--- src/rtl/rsc_params.svh ---
// constants for the reset source controller
// Function
// - any active source asserts master reset
// - each reset sets its cause flag
// - power-on clears flags, sets power-on flag
// - software sets/clears flags, never causes reset
// - trap flag bit 15, cleared by power/brownout
// - illegal operation flag bit 14, power/brownout clear
// - pin flag bit 7, cleared only by power-on
// - instruction flag bit 6, power/brownout clear
// - watchdog flag bit 4, power-save clears too
// - sleep bit 3, idle bit 2 set by power-save
// - brownout and power-on flags reset to one
// - soft watchdog enable, fuse forces enable
// - regulator sleep bit 8, bits 13-9 zero
// - switching on: power resets load config select
// - switching off: always config select
// - release after power-on and powerup delays
// - clock waits concurrent; code waits for clock
// - power-on holds delay plus startup plus internal
// - startup 20us regulator, 64ms without; wake
// - other resets delay internal time only
// - crystal: count 1024 oscillator periods
// - pll lock wait, then monitor start delay
// - monitor without clock switches to fast RC
`ifndef RSC_PARAMS_SVH
`define RSC_PARAMS_SVH
`define RSC_CLK_PERIOD_NS 8
`define RSC_T_POR_NS 10000
`define RSC_T_STARTUP_REG_NS 20000
`define RSC_T_STARTUP_NOREG_NS 64000000
`define RSC_T_RST_NS 20000
`define RSC_T_LOCK_NS 20000
`define RSC_T_MON_NS 100000
`define RSC_CYC_UP(t) (((t) + `RSC_CLK_PERIOD_NS - 1) / `RSC_CLK_PERIOD_NS)
`define RSC_POR_CYC `RSC_CYC_UP(`RSC_T_POR_NS)
`define RSC_SU_REG_CYC `RSC_CYC_UP(`RSC_T_STARTUP_REG_NS)
`define RSC_SU_NOREG_CYC `RSC_CYC_UP(`RSC_T_STARTUP_NOREG_NS)
`define RSC_RST_CYC `RSC_CYC_UP(`RSC_T_RST_NS)
`define RSC_LOCK_CYC `RSC_CYC_UP(`RSC_T_LOCK_NS)
`define RSC_MON_CYC `RSC_CYC_UP(`RSC_T_MON_NS)
`define RSC_CNT_W 23
`define RSC_OST_W 10
`define RSC_ADDR_W 8
`define RSC_OFF_CAUSE 8'h00
`define RSC_OFF_STATUS 8'h04
`define RSC_RESP_OKAY 2'h0
`define RSC_RESP_DECERR 2'h3
`define RSC_B_POR 0
`define RSC_B_BOR 1
`define RSC_B_IDLE 2
`define RSC_B_SLEEP 3
`define RSC_B_WATCHDOG_TIMEOUT_FLAG 4
`define RSC_B_SWDT 5
`define RSC_B_INSTR 6
`define RSC_B_PIN 7
`define RSC_B_VREG 8
`define RSC_B_ILLOP 14
`define RSC_B_TRAP 15
`define RSC_CAUSE_RST 16'h0003
`define RSC_CAUSE_MASK 16'hC1FF
`define RSC_S_OSC 0
`define RSC_S_WDOG 3
`define RSC_S_CLKOK 4
`define RSC_S_MON 5
`define RSC_S_RUN 6
`define RSC_S_MRST 7
`define RSC_OSC_FRC 3'h0
`define RSC_OSC_FRCPLL 3'h1
`define RSC_OSC_PRI 3'h2
`define RSC_OSC_PRIPLL 3'h3
`define RSC_OSC_SEC 3'h4
`endif

--- src/rtl/rsc_pkg.sv ---
// types for the reset source controller
package rsc_pkg;
   typedef enum logic [2:0]
   {
      RSC_ST_POR = 3'h0,
      RSC_ST_STARTUP = 3'h1,
      RSC_ST_RST = 3'h2,
      RSC_ST_RUN = 3'h3,
      RSC_ST_WAKE = 3'h4
   } rsc_state_e;
   typedef logic [15:0] rsc_cause_t;
endpackage

--- src/rtl/rsc_delay_timer.sv ---
// load-and-count-down delay timer
`timescale 1ns/1ps
module rsc_delay_timer #(
   parameter int W = 23
) (
   input wire logic aclk,
   input wire logic aresetn,
   input wire logic load,
   input wire logic [W-1:0] load_value,
   output logic done
);
   logic [W-1:0] cnt;

   // a load of n cycles raises done n cycles later
   always_ff @(posedge aclk)
   begin
      if (!aresetn)
         cnt <= '0;
      else if (load)
         cnt <= load_value - 1'b1;
      else if (cnt != '0)
         cnt <= cnt - 1'b1;
   end

   // done does not look at load, so a caller may derive load from done
   assign done = (cnt == '0);
endmodule

--- src/rtl/rsc_osc_startup.sv ---
// oscillator start-up period counter
`timescale 1ns/1ps
module rsc_osc_startup #(
   parameter int W = 10
) (
   input wire logic aclk,
   input wire logic aresetn,
   input wire logic restart,
   input wire logic osc_tick,
   output logic done
);
   logic [W-1:0] cnt;

   always_ff @(posedge aclk)
   begin
      if (!aresetn)
      begin
         cnt <= '0;
         done <= 1'b0;
      end
      else if (restart)
      begin
         cnt <= '0;
         done <= 1'b0;
      end
      else if (osc_tick && !done)
      begin
         cnt <= cnt + 1'b1;
         if (cnt == {W{1'b1}})
            done <= 1'b1;
      end
   end
endmodule

--- src/rtl/rsc_top.sv ---
// reset source controller: cause register, release sequencing, clock choice
`timescale 1ns/1ps
`include "rsc_params.svh"
module rsc_top #(
   parameter int POR_CYC = `RSC_POR_CYC,
   parameter int SU_REG_CYC = `RSC_SU_REG_CYC,
   parameter int SU_NOREG_CYC = `RSC_SU_NOREG_CYC,
   parameter int RST_CYC = `RSC_RST_CYC,
   parameter int LOCK_CYC = `RSC_LOCK_CYC,
   parameter int MON_CYC = `RSC_MON_CYC,
   parameter int CNT_W = `RSC_CNT_W,
   parameter int OST_W = `RSC_OST_W
) (
   input wire logic aclk,
   input wire logic aresetn,
   input wire logic [`RSC_ADDR_W-1:0] awaddr,
   input wire logic awvalid,
   output logic awready,
   input wire logic [31:0] wdata,
   input wire logic [3:0] wstrb,
   input wire logic wvalid,
   output logic wready,
   output logic [1:0] bresp,
   output logic bvalid,
   input wire logic bready,
   input wire logic [`RSC_ADDR_W-1:0] araddr,
   input wire logic arvalid,
   output logic arready,
   output logic [31:0] rdata,
   output logic [1:0] rresp,
   output logic rvalid,
   input wire logic rready,
   input wire logic por_event,
   input wire logic brownout_reset,
   input wire logic external_pin_reset,
   input wire logic reset_instr,
   input wire logic watchdog_timeout,
   input wire logic trap_conflict,
   input wire logic illegal_operation,
   input wire logic sleep_entry,
   input wire logic idle_entry,
   input wire logic wake_request,
   input wire logic regulator_enable,
   input wire logic fuse_watchdog_enable,
   input wire logic clock_switch_enable,
   input wire logic clock_fail_monitor_enable,
   input wire logic [2:0] config_osc_select,
   input wire logic osc_tick,
   output logic master_reset_out,
   output logic clock_released,
   output logic code_run_enable,
   output logic monitor_active,
   output logic [2:0] current_osc_select,
   output logic watchdog_enabled,
   output logic regulator_sleep_active
);
   // ==========================================================
   // decode helpers
   function automatic logic osc_is_crystal(input logic [2:0] sel);
      return (sel == `RSC_OSC_PRI) || (sel == `RSC_OSC_PRIPLL) || (sel == `RSC_OSC_SEC);
   endfunction

   function automatic logic osc_is_pll(input logic [2:0] sel);
      return (sel == `RSC_OSC_FRCPLL) || (sel == `RSC_OSC_PRIPLL);
   endfunction

   function automatic logic [1:0] addr_resp(input logic [`RSC_ADDR_W-1:0] a);
      if (a == `RSC_OFF_CAUSE)
         return `RSC_RESP_OKAY;
      else if (a == `RSC_OFF_STATUS)
         return `RSC_RESP_OKAY;
      else
         return `RSC_RESP_DECERR;
   endfunction

   // ==========================================================
   // sources and sequencing state
   rsc_pkg::rsc_state_e state;
   rsc_pkg::rsc_state_e next_state;
   rsc_pkg::rsc_cause_t cause;
   rsc_pkg::rsc_cause_t next_cause;
   logic first;
   logic power_evt;
   logic por_like;
   logic any_src;
   logic soft_src;
   logic pwr_path;
   logic main_load;
   logic [CNT_W-1:0] main_value;
   logic main_done;
   logic main_exp;
   logic aux_load;
   logic [CNT_W-1:0] aux_value;
   logic aux_done;
   logic ost_done;
   logic clk_ok;
   logic pll_wait;
   logic mon_wait;
   logic need_ost;
   logic need_pll;
   logic start_lock;
   logic mon_start;
   logic clock_fail_monitor_switch;
   logic wr_cause;
   logic do_write;
   logic aw_held;
   logic w_held;
   logic [`RSC_ADDR_W-1:0] aw_addr_q;
   logic [31:0] wdata_q;
   logic [3:0] wstrb_q;
   logic [15:0] rst_len;

   assign power_evt = por_event | brownout_reset;
   assign por_like = first | power_evt;
   assign any_src = power_evt | external_pin_reset | reset_instr | watchdog_timeout
                    | trap_conflict | illegal_operation;
   assign soft_src = any_src & ~power_evt;
   // expiry ignores reload cycles, keeping the timer load out of a loop
   assign main_exp = main_done & ~first & ~any_src;
   assign need_ost = osc_is_crystal(current_osc_select);
   assign need_pll = osc_is_pll(current_osc_select);

   always_ff @(posedge aclk)
   begin
      if (!aresetn)
         first <= 1'b1;
      else
         first <= 1'b0;
   end

   always_comb
   begin
      next_state = state;
      case (state)
         rsc_pkg::RSC_ST_POR:
            if (main_exp)
               next_state = rsc_pkg::RSC_ST_STARTUP;
         rsc_pkg::RSC_ST_STARTUP:
            if (main_exp)
               next_state = rsc_pkg::RSC_ST_RST;
         rsc_pkg::RSC_ST_RST:
            if (main_exp)
               next_state = rsc_pkg::RSC_ST_RUN;
         rsc_pkg::RSC_ST_RUN:
            if (wake_request && regulator_enable)
               next_state = rsc_pkg::RSC_ST_WAKE;
         rsc_pkg::RSC_ST_WAKE:
            if (main_exp)
               next_state = rsc_pkg::RSC_ST_RUN;
         default:
            next_state = rsc_pkg::RSC_ST_POR;
      endcase
      if (power_evt)
         next_state = rsc_pkg::RSC_ST_POR;
      else if (soft_src && state != rsc_pkg::RSC_ST_POR && state != rsc_pkg::RSC_ST_STARTUP)
         next_state = rsc_pkg::RSC_ST_RST;
   end

   always_ff @(posedge aclk)
   begin
      if (!aresetn)
      begin
         state <= rsc_pkg::RSC_ST_POR;
         pwr_path <= 1'b1;
      end
      else
      begin
         state <= next_state;
         if (power_evt)
            pwr_path <= 1'b1;
         else if (soft_src && state != rsc_pkg::RSC_ST_RST)
            pwr_path <= 1'b0;
      end
   end

   // held sources keep reloading, so delays count from their release
   assign main_load = first | any_src | (next_state != state);
   always_comb
   begin
      case (next_state)
         rsc_pkg::RSC_ST_POR:
            main_value = CNT_W'(POR_CYC);
         rsc_pkg::RSC_ST_STARTUP:
            main_value = regulator_enable ? CNT_W'(SU_REG_CYC) : CNT_W'(SU_NOREG_CYC);
         rsc_pkg::RSC_ST_RST:
            main_value = CNT_W'(RST_CYC);
         rsc_pkg::RSC_ST_WAKE:
            main_value = CNT_W'(SU_REG_CYC);
         default:
            main_value = CNT_W'(1);
      endcase
   end

   rsc_delay_timer #(.W(CNT_W)) u_main_timer (
      .aclk(aclk),
      .aresetn(aresetn),
      .load(main_load),
      .load_value(main_value),
      .done(main_done)
   );

   assign master_reset_out = any_src | ((state != rsc_pkg::RSC_ST_RUN)
                             && (state != rsc_pkg::RSC_ST_WAKE));
   assign code_run_enable = (state == rsc_pkg::RSC_ST_RUN) && clk_ok && !any_src;

   // ==========================================================
   // clock release path, runs alongside the reset delays
   assign clock_fail_monitor_switch = (state == rsc_pkg::RSC_ST_RST) && (next_state == rsc_pkg::RSC_ST_RUN)
                        && clock_fail_monitor_enable && !clk_ok;
   assign start_lock = !por_like && !clock_fail_monitor_switch && !clk_ok && !pll_wait
                       && (!need_ost || ost_done) && need_pll;
   assign mon_start = (state == rsc_pkg::RSC_ST_RUN) && pwr_path && clk_ok && !mon_wait
                      && !monitor_active && clock_fail_monitor_enable && (need_ost || need_pll);
   assign aux_load = start_lock | mon_start;
   assign aux_value = mon_start ? CNT_W'(MON_CYC) : CNT_W'(LOCK_CYC);

   rsc_osc_startup #(.W(OST_W)) u_ost (
      .aclk(aclk),
      .aresetn(aresetn),
      .restart(por_like),
      .osc_tick(osc_tick),
      .done(ost_done)
   );

   rsc_delay_timer #(.W(CNT_W)) u_aux_timer (
      .aclk(aclk),
      .aresetn(aresetn),
      .load(aux_load),
      .load_value(aux_value),
      .done(aux_done)
   );

   always_ff @(posedge aclk)
   begin
      if (!aresetn)
      begin
         clk_ok <= 1'b0;
         pll_wait <= 1'b0;
      end
      else if (por_like)
      begin
         clk_ok <= 1'b0;
         pll_wait <= 1'b0;
      end
      else if (clock_fail_monitor_switch)
      begin
         clk_ok <= 1'b1;
         pll_wait <= 1'b0;
      end
      else if (pll_wait)
      begin
         if (aux_done)
         begin
            clk_ok <= 1'b1;
            pll_wait <= 1'b0;
         end
      end
      else if (start_lock)
         pll_wait <= 1'b1;
      else if (!clk_ok && (!need_ost || ost_done))
         clk_ok <= 1'b1;
   end

   always_ff @(posedge aclk)
   begin
      if (!aresetn)
      begin
         mon_wait <= 1'b0;
         monitor_active <= 1'b0;
      end
      else if (por_like || any_src)
      begin
         mon_wait <= 1'b0;
         monitor_active <= 1'b0;
      end
      else if (state == rsc_pkg::RSC_ST_RUN && clock_fail_monitor_enable && !monitor_active)
      begin
         if (!(pwr_path && (need_ost || need_pll)))
            monitor_active <= 1'b1;
         else if (mon_start)
            mon_wait <= 1'b1;
         else if (mon_wait && aux_done)
         begin
            monitor_active <= 1'b1;
            mon_wait <= 1'b0;
         end
      end
   end

   always_ff @(posedge aclk)
   begin
      if (!aresetn)
         current_osc_select <= `RSC_OSC_FRC;
      else if (por_like || (any_src && !clock_switch_enable))
         current_osc_select <= config_osc_select;
      else if (clock_fail_monitor_switch)
         current_osc_select <= `RSC_OSC_FRC;
   end

   assign clock_released = clk_ok;

   // ==========================================================
   // cause register
   always_comb
   begin
      next_cause = cause;
      if (wr_cause)
      begin
         for (int b = 0; b < 2; b++)
         begin
            if (wstrb_q[b])
               next_cause[b*8 +: 8] = wdata_q[b*8 +: 8];
         end
      end
      if (first || por_event)
         next_cause = '0;
      else if (brownout_reset)
      begin
         next_cause[`RSC_B_TRAP] = 1'b0;
         next_cause[`RSC_B_ILLOP] = 1'b0;
         next_cause[`RSC_B_INSTR] = 1'b0;
         next_cause[`RSC_B_WATCHDOG_TIMEOUT_FLAG] = 1'b0;
         next_cause[`RSC_B_SLEEP] = 1'b0;
         next_cause[`RSC_B_IDLE] = 1'b0;
      end
      if (sleep_entry || idle_entry)
         next_cause[`RSC_B_WATCHDOG_TIMEOUT_FLAG] = 1'b0;
      // hardware sets come last so they win over any clear
      if (trap_conflict)
         next_cause[`RSC_B_TRAP] = 1'b1;
      if (illegal_operation)
         next_cause[`RSC_B_ILLOP] = 1'b1;
      if (external_pin_reset)
         next_cause[`RSC_B_PIN] = 1'b1;
      if (reset_instr)
         next_cause[`RSC_B_INSTR] = 1'b1;
      if (watchdog_timeout)
         next_cause[`RSC_B_WATCHDOG_TIMEOUT_FLAG] = 1'b1;
      if (sleep_entry)
         next_cause[`RSC_B_SLEEP] = 1'b1;
      if (idle_entry)
         next_cause[`RSC_B_IDLE] = 1'b1;
      if (por_like)
         next_cause[`RSC_B_BOR] = 1'b1;
      if (first || por_event)
         next_cause[`RSC_B_POR] = 1'b1;
      next_cause = next_cause & `RSC_CAUSE_MASK;
   end

   always_ff @(posedge aclk)
   begin
      if (!aresetn)
         cause <= `RSC_CAUSE_RST;
      else
         cause <= next_cause;
   end

   assign watchdog_enabled = fuse_watchdog_enable | cause[`RSC_B_SWDT];
   assign regulator_sleep_active = cause[`RSC_B_VREG];

   // ==========================================================
   // axi4-lite slave
   assign awready = !aw_held;
   assign wready = !w_held;
   assign arready = !rvalid;
   assign do_write = aw_held && w_held && !bvalid;
   assign wr_cause = do_write && (aw_addr_q == `RSC_OFF_CAUSE);

   always_ff @(posedge aclk)
   begin
      if (!aresetn)
      begin
         aw_held <= 1'b0;
         w_held <= 1'b0;
         aw_addr_q <= '0;
         wdata_q <= '0;
         wstrb_q <= '0;
      end
      else
      begin
         if (awvalid && awready)
         begin
            aw_held <= 1'b1;
            aw_addr_q <= awaddr;
         end
         else if (do_write)
            aw_held <= 1'b0;
         if (wvalid && wready)
         begin
            w_held <= 1'b1;
            wdata_q <= wdata;
            wstrb_q <= wstrb;
         end
         else if (do_write)
            w_held <= 1'b0;
      end
   end

   always_ff @(posedge aclk)
   begin
      if (!aresetn)
      begin
         bvalid <= 1'b0;
         bresp <= `RSC_RESP_OKAY;
      end
      else if (do_write)
      begin
         bvalid <= 1'b1;
         bresp <= addr_resp(aw_addr_q);
      end
      else if (bready)
         bvalid <= 1'b0;
   end

   always_ff @(posedge aclk)
   begin
      if (!aresetn)
      begin
         rvalid <= 1'b0;
         rresp <= `RSC_RESP_OKAY;
         rdata <= '0;
      end
      else if (arvalid && arready)
      begin
         rvalid <= 1'b1;
         rresp <= addr_resp(araddr);
         rdata <= '0;
         if (araddr == `RSC_OFF_CAUSE)
            rdata[15:0] <= cause;
         else if (araddr == `RSC_OFF_STATUS)
         begin
            rdata[`RSC_S_OSC +: 3] <= current_osc_select;
            rdata[`RSC_S_WDOG] <= watchdog_enabled;
            rdata[`RSC_S_CLKOK] <= clk_ok;
            rdata[`RSC_S_MON] <= monitor_active;
            rdata[`RSC_S_RUN] <= code_run_enable;
            rdata[`RSC_S_MRST] <= master_reset_out;
         end
      end
      else if (rready)
         rvalid <= 1'b0;
   end

   // ==========================================================
   // checks
   always_ff @(posedge aclk)
   begin
      if (!aresetn || main_load)
         rst_len <= 16'h0000;
      else if (rst_len != 16'hFFFF)
         rst_len <= rst_len + 16'h0001;
   end
endmodule

--- config.mk ---
export PLATFORM = sky130hd
export DESIGN_NAME = rsc_top
export DESIGN_NICKNAME = d
export VERILOG_FILES = /design/src/rtl/rsc_pkg.sv /design/src/rtl/rsc_delay_timer.sv /design/src/rtl/rsc_osc_startup.sv /design/src/rtl/rsc_top.sv
export VERILOG_INCLUDE_DIRS = /design/src /design/src/rtl
export SDC_FILE = /design/constraint.sdc
export NUM_CORES = 1
export LEC_CHECK = 0
export ABC_AREA = 1
export BUFFER_PORTS_ARGS = -buffer_cell sky130_fd_sc_hd__buf_2
export CORE_MARGIN = 10
export CORE_UTILIZATION = 55
export DETAILED_ROUTE_END_ITERATION = 10
export GPL_ROUTABILITY_DRIVEN = 1
export PLACE_DENSITY = 0.91
export SLEW_MARGIN = 15
export SYNTH_ARGS = -nofsm -noshare
export SYNTH_HDL_FRONTEND = slang
export SYNTH_SLANG_ARGS = --single-unit
--- constraint.sdc ---
create_clock -name aclk -period 5.4 [get_ports aclk]
set_input_delay 1.62 -clock aclk [delete_from_list [all_inputs] [get_ports aclk]]
set_output_delay 1.62 -clock aclk [all_outputs]
set_load 0.01 [all_outputs]
* After elaboration in Yosys (flattened, before gate mapping) *
Index checks and enable logic that the tools add are counted.

operators by class
  add/sub/neg operators = 5
  eq/ne operators = 24
  mux-type cells = 63
  bitwise operators = 19
  reduce and logical (&&, ||, !) cells = 112

operators by type and width
  operator               count
  $mux 23                5
  $pmux 23 s3            1
  $sub 23x1->23 const B  3
  $logic_not 23->1       2
  $reduce_bool 23->1     2
  $mux 8                 5
  $reduce_bool 4->1      10
  $logic_and 1x1->1      34
  $mux 1                 32
  $mux 3                 10
  $reduce_and 2->1       11
  $reduce_bool 2->1      10
  $eq 3x2->1 const B     6
  $eq 8x3->1 const B     2
  $logic_not 8->1        2
  $mux 16                1
  $sub 14x1->15 const B  1
  $logic_not 1->1        14
  $mux 14                1
  $mux 2                 7
  $ne 3x2->1 const B     4
  $or 1x1->1             12
  $pmux 3 s4             1
  $reduce_bool 3->1      4
  17 further kinds       43

storage, ports and cells
  bits in registers = 135
  bits of input ports = 77
  output and inout port bits = 50
  logic and storage cells = 257

* Logic depth before layout (Yosys ltp) *
Gate-level depths: netlist of run 1.

  depth after elaboration = 25
  gate-level depth with buffers = 24
  depth with buffers taken out = 24

* Hierarchy *
Synthesis of run 1 repeated with hierarchy kept, for this count alone.

second synthesis, totals
  cells, all modules = 1142
  area total of the unflattened synthesis = 7171.9 um2

by module, submodules not included
  module           times used  cells an instance  area an instance (um2)  seq. area each (um2)
  rsc_delay_timer  2           316                1740.4                  460.4
  rsc_top          1           431                3126.7                  1221.2
  rsc_osc_startup  1           79                 564.3                   220.2

* Worst setup path after synthesis of run 1 *
Ideal clock, no wire load.

  path type = input port to output port
  start = input port external_pin_reset
  end = output port code_run_enable
  data arrival time = 2.354 ns
  data required time = 3.780 ns
  setup slack = 1.426 ns
  cell stages on the path = 3
  path buffers = 0
  cells stage by stage = nor2_1 -> nand2_4 -> nor4_1

between the ends
  word-level cells in the longest chain between the ends = 7

RTL lines
  item                      line            RTL
  from (decl)               rsc_top.sv:35   input wire logic external_pin_reset,
  $or 1x1->1 (3 in series)  rsc_top.sv:115  assign any_src = power_evt | external_pin_reset | reset_instr | watchdog_timeout
  $or 1x1->1 (2 in series)  rsc_top.sv:116  | trap_conflict | illegal_operation;
  $logic_not 1->1           rsc_top.sv:204  assign code_run_enable = (state == rsc_pkg::RSC_ST_RUN) && clk_ok && !any_src;
  $logic_and 1x1->1         rsc_top.sv:204
  to (decl)                 rsc_top.sv:51   output logic code_run_enable,

Every way passes these cells.

* Final worst setup path of run 1 *
  start = input port por_event
  end = output port code_run_enable

between the ends
  word-level cells in the longest chain between the ends = 8

RTL lines
  item                      line            RTL
  from (decl)               rsc_top.sv:33   input wire logic por_event,
  $or 1x1->1                rsc_top.sv:113  assign power_evt = por_event | brownout_reset;
  $or 1x1->1 (3 in series)  rsc_top.sv:115
  $or 1x1->1 (2 in series)  rsc_top.sv:116
  $logic_not 1->1           rsc_top.sv:204
  $logic_and 1x1->1         rsc_top.sv:204

Every way passes these cells.

==> metrics.md, run 1 <==
| Metric | Value |
|---|---|
| Final Hold Fails | `0` |
| Clock transition time at the flip-flop clock pins of the worst setup and hold paths | `0.06 ns` |
| Num rows | `38` |
| Boundary Pins | `127` |
| Count of endpoints failing setup in the final report | `0` |
| Worst slew margin relative to its limit | `55.7%` |
| Clock sink count | `118` |
| Pin count of the biggest net entering global routing | `52` |
| Number of nets with antenna violations after routing | `0` |
| #FFs+latches synth | `118` |
| Clock Path Buffers | `2` |
| Via count of the first global-routing pass | `6,091` |
| Total grt overflow | `0` |
| Final clock skew | `0.00847 ns` |
| Post-Synthesis Cell Area | `6290 um^2` |
| DR iter-0 viols | `525` |
| Type of the tightest min-delay check | `reg -> reg` |
| Overall die area | `16,100 um^2` |
| Largest cells by area after synthesis | `sky130_fd_sc_hd__dfxtp_1, sky130_fd_sc_hd__nor2_1, sky130_fd_sc_hd__nand2_1` |
| Worst Setup Path Type | `in -> out` |
| Sequential share of power | `36.7%` |
| Detailed-route wire length per cell | `14.4 um` |
| TritonCTS clock tree | `built` |
| Die extent in y | `127 um` |
| Port buffer count | `82` |
| Quantity of gates resized following cts | `0` |
| Fmax achieved | `237 MHz` |
| Net count of the finished layout | `1,079` |
| IR Drop Worst-Case VDD | `0.000258 V` |
| Arrival time at the worst endpoint | `2.60 ns` |
| Transition time of the tightest slew-check pin | `0.662 ns` |
| Critical Path Sink Type | `primary output` |
| Sequential cell area fraction in the yosys report | `37.6%` |
| Remaining design rule violation count | `0` |
| Layout overhead on the synthesized area | `16.6%` |
| Level count of the clock H-tree | `4` |
| Worst path top cell family by delay | `simple AND/OR/NAND/NOR gates` |
| Minimum clock period | `4.22 ns` |
| Number of iterations in the first detailed-routing pass | `6` |
| Switching Power | `0.000881 W` |
| Total global routing track utilization | `20.3%` |
| Horiz. Die Dim | `127 um` |
| Global-route wire length before repair | `27.6 mm` |
| Critical path fanouts, max | `7` |
| Startpoint type of the worst setup path | `primary input` |
| Fraction of layout cells with a size suffix above 1 | `16.2%` |
| Reported max-cap violation count | `0` |
| Vias after detailed routing | `6,170` |
| Cell type contributing the most total cell area after synthesis | `sky130_fd_sc_hd__dfxtp_1` |
| Post-synth ARST share | `0%` |
| WL final | `16.6 mm` |
| Number of flops mapped to enable cells by yosys | `0` |
| Initial antenna violation count | `1` |
| Net switching fraction of the power | `31.2%` |
| Clock insertion delay at the later pin of the skew report | `0.42 ns` |
| Critical Path Slowest Stage Cell | `sky130_fd_sc_hd__nor4_1` |
| Cell variety after synth | `51` |
| Core Footprint | `11,000 um^2` |
| Worst Path Buf+Inv | `2` |
| Per-cell via count in the routed design | `5.35` |
| Clock share of power | `41.8%` |
| Static power due to leakage | `3.57 nW` |
| Post-layout power | `0.00282 W` |
| Most repeated library cell on the critical path | `sky130_fd_sc_hd__buf_2` |
| Internal power summed over all cells | `0.00194 W` |
| Synthesized area divided by synthesized cell count | `6.87 um^2` |
| Combinational group share of total power | `21.5%` |
| Power density over the cells | `384 nW/um^2` |
| Final period utilization | `78.2%` |
| Effective utilization at floorplan | `57.0%` |
| Clk root buf | `sky130_fd_sc_hd__clkbuf_16` |
| Post-synthesis cell count | `916` |
| Outcome | `completed` |
| Final sum of negative setup slack | `0 ns` |
| Warning count from the yosys run | `0` |
| Critical Path Max Stage Delay | `0.34 ns` |
| Prevailing post-synth register cell | `sky130_fd_sc_hd__dfxtp_1` |
| Number of buffers added by the clock tree synthesis step | `17` |
| Chain of cells forming the critical path | `buf_2 -> nor2_8 -> nand2_4 -> nor4_1 -> buf_2` |
| Final Slew Violations | `0` |
| Top cell type's share of synthesized area | `37.6%` |
| Filler Cells Inserted | `925` |
| Placer congestion estimate | `0.945` |
| Critical path required time | `3.78 ns` |
| Unrepaired setup endpoints after global routing | `no` |
| Buffers inserted during post-CTS setup optimization | `0` |
| Post-detail-place hpwl | `11.8 mm` |
| CTS Hold Buffers Added | `0` |
==> Yosys cell counts, types with 13 or more instances <==
cell type                 instances
sky130_fd_sc_hd__inv_1          126
sky130_fd_sc_hd__a21oi_1         55
sky130_fd_sc_hd__nand3_1         40
sky130_fd_sc_hd__buf_4           24
sky130_fd_sc_hd__nor3_1          21
sky130_fd_sc_hd__nand2_1        144
sky130_fd_sc_hd__o21ai_0         54
sky130_fd_sc_hd__xor2_1          13
sky130_fd_sc_hd__dfxtp_1        118
sky130_fd_sc_hd__nand4_1         19
sky130_fd_sc_hd__nor2_1         168
==> registers in the layout, indices dropped and copies added (netlist names), 2 cells and up <==
| name | cells |
|---|---|
| u_main_timer.cnt | 23 |
| current_osc_select | 3 |
| state | 3 |
| wdata_q | 11 |
| u_aux_timer.cnt | 23 |
| rdata | 11 |
| wstrb_q | 2 |
| aw_addr_q | 8 |
| u_ost.cnt | 10 |
| cause | 11 |
==> worst register-to-register path: stages, from the launching register on <==
cell	delay [ns]
sky130_fd_sc_hd__dfxtp_1	0.31
sky130_fd_sc_hd__nor2_1	0.12
sky130_fd_sc_hd__nand2_1	0.10
sky130_fd_sc_hd__nor2_1	0.18
sky130_fd_sc_hd__inv_1	0.09
sky130_fd_sc_hd__nor2_4	0.20
sky130_fd_sc_hd__nand2_4	0.09
sky130_fd_sc_hd__nand2_2	0.07
sky130_fd_sc_hd__nand3_2	0.08
sky130_fd_sc_hd__nand2_4	0.12
sky130_fd_sc_hd__nand2_4	0.08
sky130_fd_sc_hd__nand3_4	0.12
sky130_fd_sc_hd__inv_1	0.14
sky130_fd_sc_hd__nand2_1	0.12
sky130_fd_sc_hd__nand2_1	0.08
sky130_fd_sc_hd__inv_1	0.08
sky130_fd_sc_hd__ha_1	0.23
sky130_fd_sc_hd__nand4_1	0.18
sky130_fd_sc_hd__nor2_1	0.26
sky130_fd_sc_hd__nand4_1	0.16
sky130_fd_sc_hd__nand2_1	0.09
sky130_fd_sc_hd__nand2_1	0.05
sky130_fd_sc_hd__nor2_1	0.09
==> metal layers <==
| metal | track usage [%] | part of all wire (%) | routed length, um |
|---|---|---|---|
| met5 | 0 | 0 | 0 |
| met4 | 8.91 | 2.1 | 357 |
| met3 | 6.96 | 8.6 | 1430 |
| met2 | 33.1 | 48 | 7940 |
| met1 | 23.6 | 42 | 6910 |
==> through the flow <==
step	util, %	setup WS (ns)	hold slack [ns]	area (um^2)	std cells
after floorplan	-	1.43	0.426	6360	936
after global placement	60.9	1.08	0.441	6720	1120
after detailed placement	60.9	0.986	0.445	6720	1120
after CTS	66.4	1.18	0.464	7330	1152
after global routing	66.5	1.04	0.472	7330	1153
final	66.5	1.18	0.461	7330	1153
==> final cells by class <==
class                      instances  area, um^2  area share, %
antenna                            1        2.50         0.0341
clock buffer                      19         443           6.04
clock inverter                    13         171           2.34
inverter                         139         527           7.18
multi-input combinational        639        3230           44.0
sequential                       118        2360           32.2
tap                              140         175           2.39
timing repair buffer              84         425           5.80
==> power by group through the flow <==
stage | clock network [W] | registers, W | logic, W
after floorplan | 0 | 0.00103 | 0.000479
after detailed placement | 0 | 0.00105 | 0.000590
final | 0.00118 | 0.00103 | 0.000607
after CTS | 0.00118 | 0.00103 | 0.000604
after global placement | 0 | 0.00105 | 0.000578
after global routing | 0.00122 | 0.00104 | 0.000691
==> placed cells by master, fill, tap and decap left out, types with 3 or more instances in the layout <==
master                       instances
sky130_fd_sc_hd__xnor2_1            11
sky130_fd_sc_hd__nand3_1            40
sky130_fd_sc_hd__bufinv_16           3
sky130_fd_sc_hd__nand4_1            19
sky130_fd_sc_hd__a31oi_1             6
sky130_fd_sc_hd__nand2_2             7
sky130_fd_sc_hd__nand2_1           144
sky130_fd_sc_hd__o21ai_0            54
sky130_fd_sc_hd__xor2_1             13
sky130_fd_sc_hd__a221o_1             7
sky130_fd_sc_hd__inv_6               4
sky130_fd_sc_hd__nor2_2              6
sky130_fd_sc_hd__nand2_4             5
sky130_fd_sc_hd__nor4_1             12
sky130_fd_sc_hd__nor2_4              4
sky130_fd_sc_hd__nor3_1             21
sky130_fd_sc_hd__ha_1                3
sky130_fd_sc_hd__or2_2               3
sky130_fd_sc_hd__nor2_1            168
sky130_fd_sc_hd__inv_1             126
sky130_fd_sc_hd__inv_2              10
sky130_fd_sc_hd__o211ai_1            8
sky130_fd_sc_hd__clkinvlp_4          5
sky130_fd_sc_hd__conb_1             21
sky130_fd_sc_hd__clkbuf_16          17
sky130_fd_sc_hd__o21ai_2             3
sky130_fd_sc_hd__dfxtp_1           118
sky130_fd_sc_hd__a21oi_1            55
sky130_fd_sc_hd__buf_2              82
==> path summary, 6_finish.rpt <==
check | from | end | cells after the start | slack, ns
worst min-delay path | aw_addr_q[5] | aw_addr_q[5] | 2 | 0.46
worst min register to register | aw_addr_q[5] | aw_addr_q[5] | 2 | 0.46
worst max-delay path | por_event | code_run_enable | 5 | 1.18
worst max register to register | u_main_timer.cnt[1] | u_main_timer.cnt[16] | 22 | 2.28
==> logic make-up (layout without fill, tap and decap cells) <==
kind of cell,Yosys count,in the layout,synth area share (%)
AND/OR/NAND/NOR,444,444,32.4
flip-flops,118,118,37.6
adder cells (fa/ha/maj),3,3,0.597
XOR/XNOR,24,24,3.34
AO/OA/AOI/OAI,147,147,13.7
other,1,22,0.0596
buffers and inverters,179,255,12.4
No activity file was read; power rests on OpenSTA's default activity.
==> run 2: changes to the inputs <==
==> constraint.sdc (replaced) <==
create_clock -name aclk -period 3.9 [get_ports aclk]
set_input_delay 1.17 -clock aclk [delete_from_list [all_inputs] [get_ports aclk]]
set_output_delay 1.17 -clock aclk [all_outputs]
set_load 0.01 [all_outputs]
==> run 2 against run 1 <==
  * Combinational power increased by 41%
  * Via count grew 3.0%
  * First-iteration DRC count increased by 18%
  * Critical path depth up 16
  * Routed wire length increased by 1.8%
  * Global-route usage increased by 0.64 points
  * Critical endpoint is now u_main_timer.cnt[17]
  * Highest routed layer unchanged
==> metrics.md, run 2 (synthesis gave the netlist of run 1 again) <==
| Metric | Value |
|---|---|
| Critical Path Max Stage Delay | `0.28 ns (was 0.34 ns)` |
| Transition time of the tightest slew-check pin | `0.756 ns (was 0.662 ns)` |
| Filler Cells Inserted | `890 (was 925)` |
| Net count of the finished layout | `1,091 (was 1,079)` |
| Horiz. Die Dim | `127 um (unchanged)` |
| Top library cells by usage in the layout, fill and taps aside | `sky130_fd_sc_hd__nor2_1, sky130_fd_sc_hd__nand2_1, sky130_fd_sc_hd__inv_1 (unchanged)` |
| Arrival time at the worst endpoint | `3.78 ns (was 2.60 ns)` |
| Fmax achieved | `288 MHz` |
| Final clock skew | `0.00716 ns (was 0.00847 ns)` |
| Worst Setup Path Type | `in -> reg (was in -> out)` |
| Total grt overflow | `0 (unchanged)` |
| Detailed-route wire length per cell | `14.6 um (was 14.4 um)` |
| Hold worst-path end | `aw_addr_q[4] (was aw_addr_q[5])` |
| Quantity of gates resized following cts | `0 (unchanged)` |
| Leading registers by flop count | `u_aux_timer.cnt x23, u_main_timer.cnt x23 (unchanged)` |
| Clk root buf | `sky130_fd_sc_hd__clkbuf_16 (unchanged)` |
| Global-route wire length before repair | `28.6 mm (was 27.6 mm)` |
| Unrepaired setup endpoints after global routing | `no (unchanged)` |
| Level count of the clock H-tree | `4 (unchanged)` |
| Count of endpoints failing setup in the final report | `0 (unchanged)` |
| Overall die area | `16,100 um^2 (unchanged)` |
| Pin count of the biggest net entering global routing | `48 (was 52)` |
| Most repeated library cell on the critical path | `sky130_fd_sc_hd__nand2_1 (was sky130_fd_sc_hd__buf_2)` |
| Fraction of layout cells with a size suffix above 1 | `17.2% (was 16.2%)` |
| WL final | `16.9 mm (was 16.6 mm)` |
| Number of buffers added by the clock tree synthesis step | `17 (unchanged)` |
| Static power due to leakage | `3.63 nW (was 3.57 nW)` |
| Vias after detailed routing | `6,353 (was 6,170)` |
| Post-detail-place hpwl | `12.3 mm (was 11.8 mm)` |
| Placer congestion estimate | `0.958 (was 0.945)` |
| Remaining design rule violation count | `0 (unchanged)` |
| TritonCTS clock tree | `built (unchanged)` |
| Final Slew Violations | `0 (unchanged)` |
| Critical path fanouts, max | `9 (was 7)` |
| Num rows | `38 (unchanged)` |
| Critical path required time | `4.20 ns (was 3.78 ns)` |
| Critical Path Sink Type | `register (was primary output)` |
| Most common cell after layout, fill and taps aside | `sky130_fd_sc_hd__nor2_1 (unchanged)` |
| Final period utilization | `89.2%` |
| Hold-critical path depth | `2 (unchanged)` |
| Per-cell via count in the routed design | `5.46 (was 5.35)` |
| IR Drop Worst-Case VDD | `0.000411 V (was 0.000258 V)` |
| CTS Hold Buffers Added | `0 (unchanged)` |
| Hold_ws | `0.459 ns (was 0.461 ns)` |
| Worst Path Buf+Inv | `3 (was 2)` |
| Register-to-register setup slack | `0.92 ns (was 2.28 ns)` |
| Launch instance of the worst register-to-register path | `u_main_timer.cnt[15] (was u_main_timer.cnt[1])` |
| Clock insertion delay at the later pin of the skew report | `0.41 ns (was 0.42 ns)` |
| Startpoint type of the worst setup path | `primary input (unchanged)` |
| Outcome | `completed (unchanged)` |
| Effective utilization at floorplan | `57.0% (unchanged)` |
| Critical Path Slowest Stage Cell | `sky130_fd_sc_hd__o21ai_2 (was sky130_fd_sc_hd__nor4_1)` |
| Port buffer count | `82 (unchanged)` |
| Layout overhead on the synthesized area | `17.9% (was 16.6%)` |
| Type of the tightest min-delay check | `reg -> reg (unchanged)` |
| Final Hold Fails | `0 (unchanged)` |
| Critical R2R Capture | `u_main_timer.cnt[17] (was u_main_timer.cnt[16])` |
| Die extent in y | `127 um (unchanged)` |
| Final instance area | `7420 um^2 (was 7330 um^2)` |
| Final sum of negative setup slack | `0 ns (unchanged)` |
| Clock sink count | `118 (unchanged)` |
| Number of iterations in the first detailed-routing pass | `6 (unchanged)` |
| DR iter-0 viols | `617 (was 525)` |
| Clock transition time at the flip-flop clock pins of the worst setup and hold paths | `0.06 ns (about the same)` |
| Clock Path Buffers | `2 (unchanged)` |
| Hold Path Origin | `aw_addr_q[4] (was aw_addr_q[5])` |
| Number of nets with antenna violations after routing | `0 (unchanged)` |
| Number of diodes | `0 (was 1)` |
| Via count of the first global-routing pass | `6,302 (was 6,091)` |
| Worst slew margin relative to its limit | `49.4% (was 55.7%)` |
| Boundary Pins | `127 (unchanged)` |
| R2R depth | `20 (was 22)` |
| Critical Path Stages | `21 (was 5)` |
| Chain of cells forming the critical path | `buf_2 -> nor2_1 -> nand2_1 -> o21ai_2 -> nand2_2 -> nor2_1 -> nand2_1 -> nand2_1 -> nand2_2 -> nor2_4 -> nand2_4 -> nand2_1 -> inv_1 -> nand2_1 -> nand2_1 -> inv_1 -> nand3_1 -> nor2_1 -> nand2_1 -> xnor2_1 -> nor2_1 (was buf_2 -> nor2_8 -> nand2_4 -> nor4_1 -> buf_2)` |
| Power density over the cells | `525 nW/um^2 (was 384 nW/um^2)` |
| Total global routing track utilization | `20.9% (was 20.3%)` |
| Reported max-cap violation count | `0 (unchanged)` |
| Worst path top cell family by delay | `simple AND/OR/NAND/NOR gates (unchanged)` |
| Initial antenna violation count | `0 (was 1)` |
| Instance area after placement | `6810 um^2 (was 6720 um^2)` |
| Core Footprint | `11,000 um^2 (unchanged)` |
| Buffers inserted during post-CTS setup optimization | `0 (unchanged)` |
| Minimum clock period | `3.48 ns` |
run 2: worst max-delay path by stage:
stage                     slack, ns                   end                from
final                          0.42  u_main_timer.cnt[17]    watchdog_timeout
after global routing           0.20  u_main_timer.cnt[17]    watchdog_timeout
after CTS                      0.48       code_run_enable           por_event
after detailed placement       0.11  u_main_timer.cnt[17]    watchdog_timeout
after global placement         0.18  u_main_timer.cnt[18]    watchdog_timeout
after floorplan                0.61   u_main_timer.cnt[8]  external_pin_reset
run 2: area by class of cell:
| class | instances | area, um^2 | area share [%] |
|---|---|---|---|
| tap | 140 | 175 | 2.36 |
| clock inverter | 13 | 173 | 2.33 |
| timing repair buffer | 96 | 515 | 6.95 |
| inverter | 139 | 527 | 7.10 |
| multi-input combinational | 639 | 3230 | 43.5 |
| sequential | 118 | 2360 | 31.8 |
| clock buffer | 18 | 439 | 5.92 |
run 2: per-layer routing:
metal / wire length, um / vias to the layer above / global-route usage (%)
met4: 389 / 0 / 7.57
met1: 6870 / 2905 / 24.3
met3: 1520 / 43 / 6.79
met5: 0 / - / 0
li1: - / 3115 / -
met2: 8160 / 290 / 35.2
run 2: per-stage QoR:
step	total power (W)	instances	util (%)	setup WS, ns
2_1_floorplan	0.00209	936	-	0.611
3_3_place_gp	0.00226	1132	61.7	0.179
3_5_place_dp	0.00228	1132	61.7	0.112
4_1_cts	0.00390	1163	67.2	0.482
5_1_grt	0.00411	1163	67.2	0.200
6_report	0.00390	1163	67.2	0.423
run 2: worst register-to-register path: stages, from the launching register on:
cell and delay [ns]:
sky130_fd_sc_hd__dfxtp_1 0.34, sky130_fd_sc_hd__nor2_1 0.11, sky130_fd_sc_hd__nand2_1 0.06, sky130_fd_sc_hd__nor2_1 0.16
sky130_fd_sc_hd__nand2_1 0.11, sky130_fd_sc_hd__nor2_4 0.18, sky130_fd_sc_hd__nand3_4 0.13, sky130_fd_sc_hd__nand3_2 0.13
sky130_fd_sc_hd__nand2_4 0.09, sky130_fd_sc_hd__nand2_4 0.11, sky130_fd_sc_hd__nand2_4 0.11, sky130_fd_sc_hd__nand2_1 0.15
sky130_fd_sc_hd__inv_1 0.08, sky130_fd_sc_hd__nand2_1 0.15, sky130_fd_sc_hd__nand2_1 0.13, sky130_fd_sc_hd__inv_1 0.11
sky130_fd_sc_hd__nand3_1 0.14, sky130_fd_sc_hd__nor2_1 0.21, sky130_fd_sc_hd__nand2_1 0.12, sky130_fd_sc_hd__xnor2_1 0.17
sky130_fd_sc_hd__nor2_1 0.06
run 2: where the power goes:
part	internal (W)	switching, W	total, W	leakage, nW
Sequential	0.00133	0.000103	0.00143	0.967
Combinational	0.000333	0.000520	0.000853	2.38
Clock	0.00103	0.000586	0.00161	0.286
==> run 3: changes to the inputs <==
--- a/config.mk
+++ b/config.mk
@@ -12,8 +12,9 @@
 export CORE_UTILIZATION = 55
 export DETAILED_ROUTE_END_ITERATION = 10
 export GPL_ROUTABILITY_DRIVEN = 1
-export PLACE_DENSITY = 0.91
+export PLACE_DENSITY = 0.9
 export SLEW_MARGIN = 15
 export SYNTH_ARGS = -nofsm -noshare
 export SYNTH_HDL_FRONTEND = slang
+export SYNTH_HIERARCHICAL = 1
 export SYNTH_SLANG_ARGS = --single-unit
==> run 3 against run 2 <==
  * Count of clock-buffer cells in the layout stayed put
  * Total power up 11%
  * Register-to-register slack lost 0.57 ns
  * Clock power shrank 4%
  * Utilization is 0.62 points lower
  * Cell count up 25%
  * Largest power group unchanged
  * Non-clock buffer count rose by 13
  * Sequential cell count is the same
  * Highest routed layer unchanged
  * Maximum frequency down 3.5%
  * Critical endpoint is now u_main_timer/cnt[17]
  * Sequential share of layout area down 3.9 points
  * Final area rose by 14%
  * Largest cell class unchanged
  * Clock skew increased by 0.0029 ns
==> metrics.md, run 3 <==
| Metric | Value |
|---|---|
| Critical path required time | `4.25 ns (was 4.20 ns)` |
| Leading registers by flop count | `u_aux_timer/cnt x23, u_main_timer/cnt x23 (was u_aux_timer.cnt x23, u_main_timer.cnt x23)` |
| Critical Path Stages | `21 (unchanged)` |
| Die extent in y | `134 um (was 127 um)` |
| Number of nets with antenna violations after routing | `0 (unchanged)` |
| Post-synth ARST share | `0% (unchanged)` |
| Launch point of the critical path | `por_event (was watchdog_timeout)` |
| Critical R2R Capture | `u_aux_timer/cnt[12] (was u_main_timer.cnt[17])` |
| Power density over the cells | `512 nW/um^2 (was 525 nW/um^2)` |
| Boundary Pins | `127 (unchanged)` |
| Layout overhead on the synthesized area | `17.7% (was 17.9%)` |
| Post-detail-place hpwl | `13.9 mm (was 12.3 mm)` |
| Fmax achieved | `278 MHz (was 288 MHz)` |
| Cell variety after synth | `45 (was 51)` |
| Number of diodes | `0 (unchanged)` |
| Fraction of layout cells with a size suffix above 1 | `17.7% (was 17.2%)` |
| Cell type contributing the most total cell area after synthesis | `sky130_fd_sc_hd__dfxtp_1 (unchanged)` |
| Detailed-route wire length per cell | `13.9 um (was 14.6 um)` |
| Net count of the finished layout | `1,348 (was 1,091)` |
| Post-synth top cells | `sky130_fd_sc_hd__nand2_1, sky130_fd_sc_hd__nor2_1, sky130_fd_sc_hd__inv_1 (was sky130_fd_sc_hd__nor2_1, sky130_fd_sc_hd__nand2_1, sky130_fd_sc_hd__inv_1)` |
| Pin count of the biggest net entering global routing | `38 (was 48)` |
| Warning count from the yosys run | `6 (was 0)` |
| Reported max-cap violation count | `0 (unchanged)` |
| Per-cell via count in the routed design | `5.23 (was 5.46)` |
| Most repeated library cell on the critical path | `sky130_fd_sc_hd__nand2_1 (unchanged)` |
| Critical Path Max Stage Delay | `0.25 ns (was 0.28 ns)` |
| Critical path capture point | `u_main_timer/cnt[17] (was u_main_timer.cnt[17])` |
| IR Drop Worst-Case VDD | `0.000312 V (was 0.000411 V)` |
| Register-to-register setup slack | `0.35 ns (was 0.92 ns)` |
| Number of buffers added by the clock tree synthesis step | `17 (unchanged)` |
| Largest cells by area after synthesis | `sky130_fd_sc_hd__dfxtp_1, sky130_fd_sc_hd__nand2_1, sky130_fd_sc_hd__nor2_1 (was sky130_fd_sc_hd__dfxtp_1, sky130_fd_sc_hd__nor2_1, sky130_fd_sc_hd__nand2_1)` |
| Final period utilization | `92.3% (was 89.2%)` |
| Core Footprint | `12,700 um^2 (was 11,000 um^2)` |
| R2R depth | `24 (was 20)` |
| Vias after detailed routing | `7,595 (was 6,353)` |
| Clock insertion delay at the later pin of the skew report | `0.42 ns (was 0.41 ns)` |
| Minimum clock period | `3.60 ns (was 3.48 ns)` |
| Startpoint type of the worst setup path | `primary input (unchanged)` |
| Count leader, synth | `sky130_fd_sc_hd__nand2_1 (was sky130_fd_sc_hd__nor2_1)` |
| Synthesized area divided by synthesized cell count | `6.28 um^2 (was 6.87 um^2)` |
| Number of flops mapped to enable cells by yosys | `0 (unchanged)` |
| Via count of the first global-routing pass | `7,296 (was 6,302)` |
| Outcome | `completed (unchanged)` |
| Initial antenna violation count | `0 (unchanged)` |
| Worst Path Buf+Inv | `4 (was 3)` |
| CTS Hold Buffers Added | `0 (unchanged)` |
| Most common cell after layout, fill and taps aside | `sky130_fd_sc_hd__nand2_1 (was sky130_fd_sc_hd__nor2_1)` |
| Number of iterations in the first detailed-routing pass | `5 (was 6)` |
| Count of endpoints failing setup in the final report | `0 (unchanged)` |
| Launch instance of the worst register-to-register path | `u_main_timer/cnt[3] (was u_main_timer.cnt[15])` |
| DR iter-0 viols | `742 (was 617)` |
| Sequential cell area fraction in the yosys report | `32.9% (was 37.6%)` |
| Worst Setup Path Type | `in -> reg (unchanged)` |
| Clk root buf | `sky130_fd_sc_hd__clkbuf_16 (unchanged)` |
| Port buffer count | `82 (unchanged)` |
| Top cell type's share of synthesized area | `32.9% (was 37.6%)` |
| Total global routing track utilization | `22.2% (was 20.9%)` |
| Worst slew margin relative to its limit | `56.7% (was 49.4%)` |
| Remaining design rule violation count | `0 (unchanged)` |
| Critical Path Slowest Stage Cell | `sky130_fd_sc_hd__nor2_4 (was sky130_fd_sc_hd__o21ai_2)` |
| Post-Synthesis Cell Area | `7170 um^2 (was 6290 um^2)` |
| Critical path fanouts, max | `16 (was 9)` |
| Critical Path Sink Type | `register (unchanged)` |
| Post-layout power | `0.00432 W (was 0.00390 W)` |
| Prevailing post-synth register cell | `sky130_fd_sc_hd__dfxtp_1 (unchanged)` |
| Total grt overflow | `0 (unchanged)` |
| Chain of cells forming the critical path | `buf_2 -> nor2_4 -> nand2_4 -> nor2_8 -> nor2_4 -> nor2_8 -> nand2_2 -> xor2_1 -> nand4_1 -> buf_4 -> inv_2 -> buf_4 -> nand2_1 -> nand2_1 -> nor2_1 -> nand3_1 -> nor2_4 -> nand2_1 -> nand2_1 -> nand2_1 -> nor2_1 (was buf_2 -> nor2_1 -> nand2_1 -> o21ai_2 -> nand2_2 -> nor2_1 -> nand2_1 -> nand2_1 -> nand2_2 -> nor2_4 -> nand2_4 -> nand2_1 -> inv_1 -> nand2_1 -> nand2_1 -> inv_1 -> nand3_1 -> nor2_1 -> nand2_1 -> xnor2_1 -> nor2_1)` |
| Clock sink count | `118 (unchanged)` |
| Post-synthesis cell count | `1,142 (was 916)` |
| Final Hold Fails | `0 (unchanged)` |
| Unrepaired setup endpoints after global routing | `no (unchanged)` |
| Worst Slack Setup Final | `0.299 ns (was 0.423 ns)` |
| Worst path top cell family by delay | `simple AND/OR/NAND/NOR gates (unchanged)` |
| Global-route wire length before repair | `33.5 mm (was 28.6 mm)` |
| Static power due to leakage | `4.24 nW (was 3.63 nW)` |
| #FFs+latches synth | `118 (unchanged)` |
| Effective utilization at floorplan | `56.6% (was 57.0%)` |
| Num rows | `41 (was 38)` |
| Overall die area | `18,000 um^2 (was 16,100 um^2)` |
| Horiz. Die Dim | `134 um (was 127 um)` |
| Clock transition time at the flip-flop clock pins of the worst setup and hold paths | `0.06 ns (about the same)` |
| Final Slew Violations | `0 (unchanged)` |
| Arrival time at the worst endpoint | `3.95 ns (was 3.78 ns)` |
| WL final | `20.3 mm (was 16.9 mm)` |
| Clock Path Buffers | `2 (unchanged)` |
| Placer congestion estimate | `0.970 (was 0.958)` |
| Transition time of the tightest slew-check pin | `0.646 ns (was 0.756 ns)` |
| Buffers inserted during post-CTS setup optimization | `0 (unchanged)` |
| Final clock skew | `0.0100 ns (was 0.00716 ns)` |
| Type of the tightest min-delay check | `reg -> reg (unchanged)` |
| Final sum of negative setup slack | `0 ns (unchanged)` |
| Level count of the clock H-tree | `4 (unchanged)` |
| Post-placement worst setup slack | `0.0147 ns (was 0.112 ns)` |
| TritonCTS clock tree | `built (unchanged)` |
| Top library cells by usage in the layout, fill and taps aside | `sky130_fd_sc_hd__nand2_1, sky130_fd_sc_hd__nor2_1, sky130_fd_sc_hd__inv_1 (was sky130_fd_sc_hd__nor2_1, sky130_fd_sc_hd__nand2_1, sky130_fd_sc_hd__inv_1)` |
run 3: repair_timing:
action                                 CTS  global route
setup endpoints to repair                0             2
endpoints found under the hold margin    0             0
resized for setup                        0             2
run 3: stage by stage:
step	hold WS [ns]	instances	cell area, um^2	utilization (%)
4_1_cts	0.461	1453	8440	66.6
3_3_place_gp	0.440	1421	7850	61.9
6_report	0.459	1453	8440	66.6
2_1_floorplan	0.425	1192	7360	-
3_5_place_dp	0.452	1421	7850	61.9
5_1_grt	0.483	1453	8440	66.6
run 3: how the worst min path moves through the flow:
stage / from / to / slack, ns / depth (start not counted)
6_report: aw_addr_q[4] / aw_addr_q[4] / 0.46 / 2
2_1_floorplan: wdata_q[15] / wdata_q[15] / 0.42 / 2
3_3_place_gp: aw_addr_q[3] / aw_addr_q[3] / 0.44 / 2
5_1_grt: aw_addr_q[6] / aw_addr_q[6] / 0.48 / 2
3_5_place_dp: aw_addr_q[4] / aw_addr_q[4] / 0.45 / 2
4_1_cts: aw_addr_q[4] / aw_addr_q[4] / 0.46 / 2
run 3: cell type report:
cell class              count  area, um^2
fillers                   993        4230
multi-input cells         877        4120
flip-flops and latches    118        2360
repair buffers            109         613
inverters                 145         544
clock buffers              18         439
well taps                 172         215
clock inverters            14         151
run 3: report_power, final:
part           total (W)  internal (W)  leakage (nW)  switching [W]
clock network    0.00155      0.000961         0.287       0.000594
logic            0.00136      0.000437          2.99       0.000920
registers        0.00141       0.00134         0.970      0.0000646
run 3: tightest hold or removal path, stage by stage (launching register included):
cell and delay (ns):
sky130_fd_sc_hd__dfxtp_1 0.30, sky130_fd_sc_hd__inv_1 0.06, sky130_fd_sc_hd__a21oi_1 0.05
run 3: logic make-up after synthesis:
kind of cell	count (synthesis)	share of synthesized area, %
xor gates and xnor gates	11	1.34
other	2	0.105
adders and majority gates	3	0.523
DFF	118	32.9
buffers and inverters	197	12.4
AOI/OAI and AO/OA	142	10.9
and+or+nand+nor	669	41.9
run 3: metal layers:
layer / routed length, um / global-route usage, % / up-vias
li1: - / - / 3758
met1: 8200 / 25.2 / 3393
met2: 9640 / 38.1 / 388
met3: 1850 / 6.57 / 56
met4: 559 / 8.52 / 0
met5: 0 / 0 / -
